**src/sfp_pkg.sv**
```systemverilog
// shared constants and types of the serial flash pin interface
package sfp_pkg;

   // data-line widths of the shifter
   localparam logic [1:0] WID_SINGLE = 2'h0;
   localparam logic [1:0] WID_DUAL = 2'h1;
   localparam logic [1:0] WID_QUAD = 2'h2;

   // bits moved per serial clock edge in each width, and bits in one byte
   localparam logic [3:0] BITS_SINGLE = 4'h1;
   localparam logic [3:0] BITS_DUAL = 4'h2;
   localparam logic [3:0] BITS_QUAD = 4'h4;
   localparam logic [3:0] BITS_BYTE = 4'h8;

   // status word layout
   localparam int SR_W = 7;
   localparam int SR_BP_LSB = 0;
   localparam int SR_QE = 4;
   localparam int SR_SWD = 5;
   localparam int SR_PFS = 6;
   localparam logic [6:0] SR_PROT_MASK = 7'h3f;
   localparam logic [6:0] SR_RST = 7'h00;

   // synchroniser lanes
   localparam int PIN_W = 6;
   localparam int PIN_CS = 0;
   localparam int PIN_SCK = 1;
   localparam int PIN_D0 = 2;

   localparam int BYTE_W = 8;

   typedef enum logic [1:0] {
      ST_STANDBY = 2'b00,
      ST_ACTIVE = 2'b01,
      ST_PAUSE = 2'b10,
      ST_RESET = 2'b11
   } sfp_state_t;

endpackage : sfp_pkg

```
**src/sfp_sync.sv**
```systemverilog
// two-flop synchroniser for a group of pin levels
`timescale 1ns/100ps
module sfp_sync #(
   parameter int W = 1
) (
   input wire logic sys_clk_i,
   input wire logic reset_n_i,
   input wire logic [W-1:0] pin_i,
   output logic [W-1:0] sync_o
);

   typedef struct packed {
      logic [W-1:0] s1;
      logic [W-1:0] s2;
   } sfp_sync_t;

   sfp_sync_t r;
   sfp_sync_t r_nxt;

   // the first stage feeds only the second
   always_comb begin
      r_nxt.s1 = pin_i;
      r_nxt.s2 = r.s1;
   end

   always_ff @(posedge sys_clk_i or negedge reset_n_i) begin
      if (!reset_n_i) begin
         r <= '0;
      end else begin
         r <= r_nxt;
      end
   end

   assign sync_o = r.s2;

endmodule : sfp_sync

```
**src/sfp_buf2.sv**
```systemverilog
// two-entry valid/ready buffer
`timescale 1ns/100ps
module sfp_buf2 #(
   parameter int W = 8
) (
   input wire logic sys_clk_i,
   input wire logic reset_n_i,
   input wire logic in_valid_i,
   output logic in_ready_o,
   input wire logic [W-1:0] in_data_i,
   output logic out_valid_o,
   input wire logic out_ready_i,
   output logic [W-1:0] out_data_o
);

   typedef struct packed {
      logic [1:0][W-1:0] mem;
      logic [1:0] cnt;
      logic wp;
      logic rp;
   } sfp_buf_t;

   sfp_buf_t r;
   sfp_buf_t r_nxt;
   logic push;
   logic pop;

   assign in_ready_o = (r.cnt != 2'h2);
   assign out_valid_o = (r.cnt != 2'h0);
   assign out_data_o = r.mem[r.rp];
   assign push = in_valid_i && in_ready_o;
   assign pop = out_valid_o && out_ready_i;

   // push and pop in one cycle keep the count
   always_comb begin
      r_nxt = r;
      if (push) begin
         r_nxt.mem[r.wp] = in_data_i;
         r_nxt.wp = ~r.wp;
      end
      if (pop) begin
         r_nxt.rp = ~r.rp;
      end
      case ({push, pop})
         2'b10: r_nxt.cnt = r.cnt + 2'h1;
         2'b01: r_nxt.cnt = r.cnt - 2'h1;
         default: r_nxt.cnt = r.cnt;
      endcase
   end

   always_ff @(posedge sys_clk_i or negedge reset_n_i) begin
      if (!reset_n_i) begin
         r <= '0;
      end else begin
         r <= r_nxt;
      end
   end

endmodule : sfp_buf2

```
**src/sfp_core.sv**
```systemverilog
// pin-level front end of a serial flash: select, shift, protect, pause
// Function
// chip select high: deselected, outputs high impedance, standby
// chip select high: data inputs ignored, nothing captured
// chip select low: leave standby, accept instructions and data
// after power-up only a high-to-low select edge enables the device
// single mode: input line sampled on each rising serial clock edge
// single mode: output line updated on each falling serial clock edge
// dual/quad: lines bidirectional, sample on rise, drive from fall
// quad: protect pin is data line 2, pause/reset pin data line 3
// write-disable set and protect low: refuse protected status bits
// write-disable clear: status writes allowed whatever the pin
// quad enable set: protect function off, pin is data line 2 only
// quad enable set: pause and reset off, pin is data line 3 only
// quad enable clear: pin-function bit picks pause (0) or reset (1)
// pause while selected freezes shifting, keeps partial sequence
// pause and select both low: output line high impedance
// pause released: shifting continues where it stopped
// reset input low: held in reset, outputs high impedance
// master avoids hardware reset during internal write or erase
// both clock idle levels: latch on rise, change after fall
// quad: all four lines are bidirectional data lines 0 to 3
// select rising edge abandons any partial instruction
`timescale 1ns/100ps
module sfp_core (
   input wire logic sys_clk_i,
   input wire logic reset_n_i,
   input wire logic cs_n_i,
   input wire logic sck_i,
   input wire logic data_line_0_i,
   input wire logic data_line_1_i,
   input wire logic data_line_2_i,
   input wire logic data_line_3_i,
   output logic data_line_0_o,
   output logic data_line_1_o,
   output logic data_line_2_o,
   output logic data_line_3_o,
   output logic data_line_0_oe_o,
   output logic data_line_1_oe_o,
   output logic data_line_2_oe_o,
   output logic data_line_3_oe_o,
   input wire logic [1:0] width_i,
   input wire logic tx_en_i,
   input wire logic tx_valid_i,
   input wire logic [7:0] tx_data_i,
   output logic tx_ready_o,
   output logic rx_valid_o,
   input wire logic rx_ready_i,
   output logic [7:0] rx_data_o,
   output logic rx_overrun_o,
   input wire logic sr_wr_i,
   input wire logic [6:0] sr_wr_data_i,
   output logic [6:0] sr_o,
   output logic sr_wr_refused_o,
   output logic standby_o,
   output logic paused_o,
   output logic in_reset_o
);

   typedef struct packed {
      sfp_pkg::sfp_state_t st;
      logic armed;
      logic sck_d;
      logic [7:0] rx_sh;
      logic [3:0] rx_cnt;
      logic [7:0] rx_byte;
      logic rx_push;
      logic overrun;
      logic [7:0] tx_sh;
      logic [3:0] tx_cnt;
      logic [3:0] dout;
      logic [6:0] sr;
      logic refused;
   } sfp_core_t;

   localparam sfp_core_t CORE_RST = '{st: sfp_pkg::ST_STANDBY,
      sr: sfp_pkg::SR_RST, default: '0};

   sfp_core_t r;
   sfp_core_t r_nxt;
   logic [5:0] pin_s;
   logic cs_s;
   logic sck_s;
   logic [3:0] line_s;
   logic qe;
   logic pfs;
   logic swd;
   logic wp_n;
   logic hold_n;
   logic hwrst_n;
   logic [1:0] wid;
   logic [3:0] nbits;
   logic rise;
   logic fall;
   logic do_rx;
   logic do_tx;
   logic buf_ready;
   logic [3:0] oe;
   logic [7:0] tx_src;

   // every pin level crosses two flops before use
   sfp_sync #(
      .W(sfp_pkg::PIN_W)
   ) u_sync (
      .sys_clk_i(sys_clk_i),
      .reset_n_i(reset_n_i),
      .pin_i({data_line_3_i, data_line_2_i, data_line_1_i, data_line_0_i,
              sck_i, cs_n_i}),
      .sync_o(pin_s)
   );

   assign cs_s = pin_s[sfp_pkg::PIN_CS];
   assign sck_s = pin_s[sfp_pkg::PIN_SCK];
   assign line_s = pin_s[sfp_pkg::PIN_D0 +: 4];

   // status fields and shared-pin functions
   assign qe = r.sr[sfp_pkg::SR_QE];
   assign pfs = r.sr[sfp_pkg::SR_PFS];
   assign swd = r.sr[sfp_pkg::SR_SWD];
   assign wp_n = qe ? 1'b1 : line_s[2];
   assign hold_n = (qe || pfs) ? 1'b1 : line_s[3];
   assign hwrst_n = (qe || !pfs) ? 1'b1 : line_s[3];

   // quad width needs quad enable, else lines 2/3 keep pin duties
   always_comb begin
      wid = width_i;
      if (width_i == sfp_pkg::WID_QUAD && !qe) begin
         wid = sfp_pkg::WID_SINGLE;
      end
      case (wid)
         sfp_pkg::WID_DUAL: nbits = sfp_pkg::BITS_DUAL;
         sfp_pkg::WID_QUAD: nbits = sfp_pkg::BITS_QUAD;
         default: nbits = sfp_pkg::BITS_SINGLE;
      endcase
   end

   // edges found by the system clock work for either idle level
   assign rise = sck_s && !r.sck_d;
   assign fall = !sck_s && r.sck_d;

   // multi-bit input only while the device is not driving
   assign do_rx = (r.st == sfp_pkg::ST_ACTIVE) && !cs_s && hold_n &&
      hwrst_n && rise && (wid == sfp_pkg::WID_SINGLE || !tx_en_i);
   assign do_tx = (r.st == sfp_pkg::ST_ACTIVE) && !cs_s && hold_n &&
      hwrst_n && fall && tx_en_i &&
      (r.tx_cnt != 4'h0 || tx_valid_i);
   assign tx_src = (r.tx_cnt == 4'h0) ? tx_data_i : r.tx_sh;

   // next-state logic of the whole front end
   always_comb begin
      r_nxt = r;
      r_nxt.sck_d = sck_s;
      r_nxt.rx_push = 1'b0;
      r_nxt.refused = 1'b0;
      if (cs_s) begin
         r_nxt.armed = 1'b1;
      end
      case (r.st)
         sfp_pkg::ST_STANDBY: begin
            if (!cs_s && r.armed) begin
               r_nxt.st = sfp_pkg::ST_ACTIVE;
            end
         end
         sfp_pkg::ST_ACTIVE: begin
            if (cs_s) begin
               r_nxt.st = sfp_pkg::ST_STANDBY;
               r_nxt.rx_cnt = 4'h0;
               r_nxt.tx_cnt = 4'h0;
            end else if (!hold_n) begin
               r_nxt.st = sfp_pkg::ST_PAUSE;
            end
         end
         sfp_pkg::ST_PAUSE: begin
            // partial bytes stay put while frozen
            if (cs_s) begin
               r_nxt.st = sfp_pkg::ST_STANDBY;
               r_nxt.rx_cnt = 4'h0;
               r_nxt.tx_cnt = 4'h0;
            end else if (hold_n) begin
               r_nxt.st = sfp_pkg::ST_ACTIVE;
            end
         end
         sfp_pkg::ST_RESET: begin
            if (hwrst_n) begin
               r_nxt.st = sfp_pkg::ST_STANDBY;
            end
         end
         default: r_nxt.st = sfp_pkg::ST_STANDBY;
      endcase
      // input shifter, msb first
      if (do_rx) begin
         case (wid)
            sfp_pkg::WID_DUAL: r_nxt.rx_sh = {r.rx_sh[5:0], line_s[1:0]};
            sfp_pkg::WID_QUAD: r_nxt.rx_sh = {r.rx_sh[3:0], line_s};
            default: r_nxt.rx_sh = {r.rx_sh[6:0], line_s[0]};
         endcase
         r_nxt.rx_cnt = r.rx_cnt + nbits;
         if (r_nxt.rx_cnt >= sfp_pkg::BITS_BYTE) begin
            r_nxt.rx_cnt = 4'h0;
            r_nxt.rx_byte = r_nxt.rx_sh;
            r_nxt.rx_push = 1'b1;
         end
      end
      // a byte arriving while the buffer is full is lost, not stalled
      if (r.rx_push && !buf_ready) begin
         r_nxt.overrun = 1'b1;
      end else if (r.st == sfp_pkg::ST_STANDBY && !cs_s) begin
         r_nxt.overrun = 1'b0;
      end
      // output shifter, launched from the falling edge
      if (do_tx) begin
         case (wid)
            sfp_pkg::WID_DUAL: r_nxt.dout = {2'h0, tx_src[7:6]};
            sfp_pkg::WID_QUAD: r_nxt.dout = tx_src[7:4];
            default: r_nxt.dout = {2'h0, tx_src[7], 1'h0};
         endcase
         r_nxt.tx_sh = tx_src << nbits;
         r_nxt.tx_cnt = ((r.tx_cnt == 4'h0) ? sfp_pkg::BITS_BYTE : r.tx_cnt)
            - nbits;
      end
      // status writes with protect gating
      if (sr_wr_i) begin
         if (swd && !wp_n) begin
            r_nxt.refused = 1'b1;
            r_nxt.sr = (r.sr & sfp_pkg::SR_PROT_MASK) |
               (sr_wr_data_i & ~sfp_pkg::SR_PROT_MASK);
         end else begin
            r_nxt.sr = sr_wr_data_i;
         end
      end
      // hardware reset wins over state, bit counts and byte strobe; status word and armed are left alone
      if (!hwrst_n) begin
         r_nxt.st = sfp_pkg::ST_RESET;
         r_nxt.rx_cnt = 4'h0;
         r_nxt.tx_cnt = 4'h0;
         r_nxt.rx_push = 1'b0;
      end
   end

   always_ff @(posedge sys_clk_i or negedge reset_n_i) begin
      if (!reset_n_i) begin
         r <= CORE_RST;
      end else begin
         r <= r_nxt;
      end
   end

   // received bytes wait here so a slow reader can fall two bytes behind; a third is lost
   sfp_buf2 #(
      .W(sfp_pkg::BYTE_W)
   ) u_buf (
      .sys_clk_i(sys_clk_i),
      .reset_n_i(reset_n_i),
      .in_valid_i(r.rx_push),
      .in_ready_o(buf_ready),
      .in_data_i(r.rx_byte),
      .out_valid_o(rx_valid_o),
      .out_ready_i(rx_ready_i),
      .out_data_o(rx_data_o)
   );

   // drivers enabled only while active, driving and not paused
   always_comb begin
      oe = 4'h0;
      if (r.st == sfp_pkg::ST_ACTIVE && tx_en_i && !cs_s && hold_n &&
          hwrst_n) begin
         case (wid)
            sfp_pkg::WID_DUAL: oe = 4'h3;
            sfp_pkg::WID_QUAD: oe = 4'hf;
            default: oe = 4'h2;
         endcase
      end
   end

   assign data_line_0_oe_o = oe[0];
   assign data_line_1_oe_o = oe[1];
   assign data_line_2_oe_o = oe[2];
   assign data_line_3_oe_o = oe[3];
   assign data_line_0_o = r.dout[0];
   assign data_line_1_o = r.dout[1];
   assign data_line_2_o = r.dout[2];
   assign data_line_3_o = r.dout[3];
   assign tx_ready_o = do_tx && (r.tx_cnt == 4'h0);
   assign rx_overrun_o = r.overrun;
   assign sr_o = r.sr;
   assign sr_wr_refused_o = r.refused;
   assign standby_o = (r.st == sfp_pkg::ST_STANDBY);
   assign paused_o = (r.st == sfp_pkg::ST_PAUSE);
   assign in_reset_o = (r.st == sfp_pkg::ST_RESET);
endmodule : sfp_core

```
**config.mk**
```make
export PLATFORM = sky130hd
export DESIGN_NAME = sfp_core
export DESIGN_NICKNAME = d
export VERILOG_FILES = /design/src/sfp_pkg.sv /design/src/sfp_sync.sv /design/src/sfp_buf2.sv /design/src/sfp_core.sv
export SDC_FILE = /design/constraint.sdc
export NUM_CORES = 1
export LEC_CHECK = 0
export ABC_AREA = 0
export BUFFER_PORTS_ARGS = -buffer_cell sky130_fd_sc_hd__buf_2
export CAP_MARGIN = 20
export CORE_AREA = 2 2 90 92
export DETAILED_ROUTE_END_ITERATION = 10
export DIE_AREA = 0 0 92 94
export PLACE_DENSITY = 0.74
export SLEW_MARGIN = 25
export SYNTH_ARGS = -nofsm -noshare
export SYNTH_HDL_FRONTEND = slang
export SYNTH_SLANG_ARGS = --single-unit
```
**constraint.sdc**
```tcl
create_clock -name sys_clk_i -period 2.5 [get_ports sys_clk_i]
set_input_delay 0.5 -clock sys_clk_i [delete_from_list [all_inputs] [get_ports sys_clk_i]]
set_output_delay 0.5 -clock sys_clk_i [all_outputs]
set_load 0.01 [all_outputs]
```
==> reports/qor.yml <==
run_status:
  status: "finished, final reports clean"
power:
  cellPowerDensity_nw_per_um2: 743
  power_mw: 3.29
  p_leak_nw: 2.22
  irDropWorstVdd_mv: 0.448
cts:
  h-tree-depth: 3
  cts_sinks: 81
  tritoncts: "yes"
  cts_made_buffers: 9
  cts.clk_slew.worst_paths_ns: 0.08
  clock_latency_ns: 0.36
  hold_buffers: 0
  clk_root_buffer_cell: "clkbuf_8"
  clockBufferDepth: 2
setup_path:
  r2r_start: "sr_o[4]$_DFFE_PN0P_"
  crit_path_start_kind: "flip-flop"
  cpLargestDelayFamily: "simple AND/OR/NAND/NOR gates"
  crit_type: "reg2out"
  crit_buf_inv: 3
  cp_slowest_stage_delay_ns: 0.42
  critPathRequiredTime_ns: 2.00
  arrival_ns: 1.87
  crit_path_max_fanout: 5
  crit_path_start: "r[49]$_DFFE_PN0P_"
  crit_top_cell: "nor2_2"
  cp_slowest_cell: "dfrtp_1"
  crit_path_end_kind: "output pin"
  crit_path_cell_trace: "inv_1 > ha_1 > nand2b_4 > nor2_2 > nand2_2 > inv_2 > o2111ai_2 > nor2_2 > buf_2"
detailed_routing:
  wl_met2_um: 3490
  routedWlPerCell_um: 14.9
  routed_wl_um: 7380
  viasPerCell: 5.32
  drc: 0
  highest_layer: "met4"
  drtIter0Drc: 127
  first_pass_iters: 4
  met1Wirelength_um: 3310
  vias: 2644
  met3_length_um: 483
  ant_nets: 0
yosys:
  yosysTopAreaCellShare_pct: 53.7
  syn_area_per_cell_um2: 11.5
  synthDistinctLibCells: 47
  synth_seq_area_share_pct: 53.7
  yosys_warnings: 0
  netlist_area_um2: 3780
  ys_seq_elements: 81
  synth_edf_count: 0
  yosys.area.top_type: "dfrtp_1"
  synth_fp_nets: 368
  synthFlopType: "dfrtp_1"
  synth_area_leaders: "dfrtp_1, mux2_2, o21ai_0"
  synth_most_common_cell: "dfrtp_1"
  synth_common_cells: "dfrtp_1, nand2_1, mux2_2, o21ai_0, nor2_1"
  async_flop_share_pct: 100
  netlist_instances: 327
grt:
  grt_first_pass_wirelength_um: 12400
  overflow: 0
  antenna_found_initial: 0
  grt_usage_pct: 18.3
  grt_pass1_vias: 2579
  grt_max_degree: 45
die:
  dieArea_um2: 8650
  ios: 59
  die_y_um: 94
  core_area_um2: 7610
  die_x_um: 92
  start_util_pct: 49.6
  rows: 32
finish:
  final_util_pct: 58.1
  num-fill-cells: 654
  diodes: 0
  seq_area_um2: 2030
  syn_to_final_growth_pct: 17.1
  final_nets: 432
  multiInputGateArea_um2: 1600
  drive_above_1_share_pct: 37.0
sta:
  layout_min_cycle_time_ns: 2.37
  relSlewSlack_pct: 48.3
  setup_viol: 0
  fmax_mhz: 422
  finalHoldViolCount: 0
  worstMarginPinSlew_ns: 0.775
  period_share_pct: 94.8
  slew_violations: 0
  clock-skew-final_ns: 0.00766
  fin_tns_setup_ns: 0
  rsz0062_at_grt: "no"
hold_path:
  hold_path_class: "in2async"
place:
  io_buffers: 58
  hpwl_um: 5240
  place_congestion: 0.855
run:
  cap_violations: 0
==> metrics by stage <==
stage | instance area (um^2) | setup WS, ns | hold WS [ns] | cells
2_1_floorplan | 3790 | 0.00242 | 0.204 | 327
3_3_place_gp | 4210 | 0.0242 | 0.334 | 480
3_5_place_dp | 4210 | -0.0322 | 0.335 | 480
4_1_cts | 4400 | 0.0188 | 0.143 | 495
5_1_grt | 4420 | 0.0120 | 0.152 | 497
6_report | 4420 | 0.129 | 0.127 | 497
==> placed cells by master, fill, tap and decap left out, drive strengths merged, types with 4 or more instances in the layout <==
cell type / instances
a22o: 6
mux2: 34
mux2i: 9
buf: 75
nor2: 19
o21ai: 30
xnor2: 5
nand3: 7
a21oi: 7
nand2: 33
o31ai: 9
dfrtp: 81
ha: 10
clkbuf: 10
nand2b: 4
inv: 13
==> sequential cells by signal (all words and copies together) (netlist names) <==
name,count
data_line_0_o,1
data_line_1_o,1
data_line_2_o,1
data_line_3_o,1
r,36
rx_overrun_o,1
sr_o,7
sr_wr_refused_o,1
u_buf.r,20
u_sync.r,6
u_sync.sync_o,6
==> layout make-up <==
class                      count  area share [%]
clock buffer                  10            2.89
inverter                      13            1.22
clock inverter                 5            1.30
multi-input combinational    211            36.1
tap                          102            2.89
sequential                    81            45.8
timing repair buffer          75            9.79
==> metal layers <==
layer / GRT usage (%) / up-vias
met2: 29.2 / 94
met4: 5.47 / 0
li1: - / 1260
met5: 0 / -
met1: 23.0 / 1277
met3: 7.54 / 13
==> path summary, 6_finish.rpt <==
kind                                                   end  slack, ns  cells past startpoint
worst max-delay path                            tx_ready_o       0.13                      9
worst min-delay path               u_buf.r[17]$_DFFE_PN0P_       0.13                      1
worst max register to register           r[26]$_DFFE_PN0P_       0.33                     10
worst min register to register  u_sync.sync_o[5]$_DFF_PN0_       0.35                      0
max in group asynchronous              sr_o[6]$_DFFE_PN0P_       1.77                      2
min in group sys_clk_i              u_sync.r[10]$_DFF_PN0_       0.25                      1
==> what timing repair did <==
item / 4_1_cts / 5_1_grt
endpoints found under the setup margin: 1 / 1
setup buffers: 0 / 2
gates resized for setup: 1 / 4
cloned: 0 / 0
==> kinds of logic (layout without fill, tap and decap cells) <==
family	count (synthesis)	in the layout	synth area share, %
flip-flops	81	81	53.7
AND/OR/NAND/NOR	78	78	9.61
AO/OA/AOI/OAI	69	69	12.2
multiplexers	43	43	12.7
buffers and inverters	35	103	4.80
adder cells (fa/ha/maj)	13	13	4.67
XOR/XNOR	8	8	2.35
==> worst reg2reg max path, stage by stage, from the launching register on <==
cell	delay, ns
dfrtp_1	0.36
and3b_1	0.20
inv_2	0.06
nand2_4	0.07
inv_4	0.03
ha_1	0.19
a21o_1	0.18
maj3_2	0.34
xnor2_4	0.17
nor2_4	0.15
mux2_4	0.31
==> power by group <==
part	switching, mW	internal (mW)	leakage [nW]	total (mW)
logic	0.396	0.353	1.07	0.749
clock network	0.463	0.454	0.0844	0.916
registers	0.151	1.47	1.06	1.62
total	1.01	2.28	2.22	3.29
Note: power is estimated with default switching activity, not from simulation.
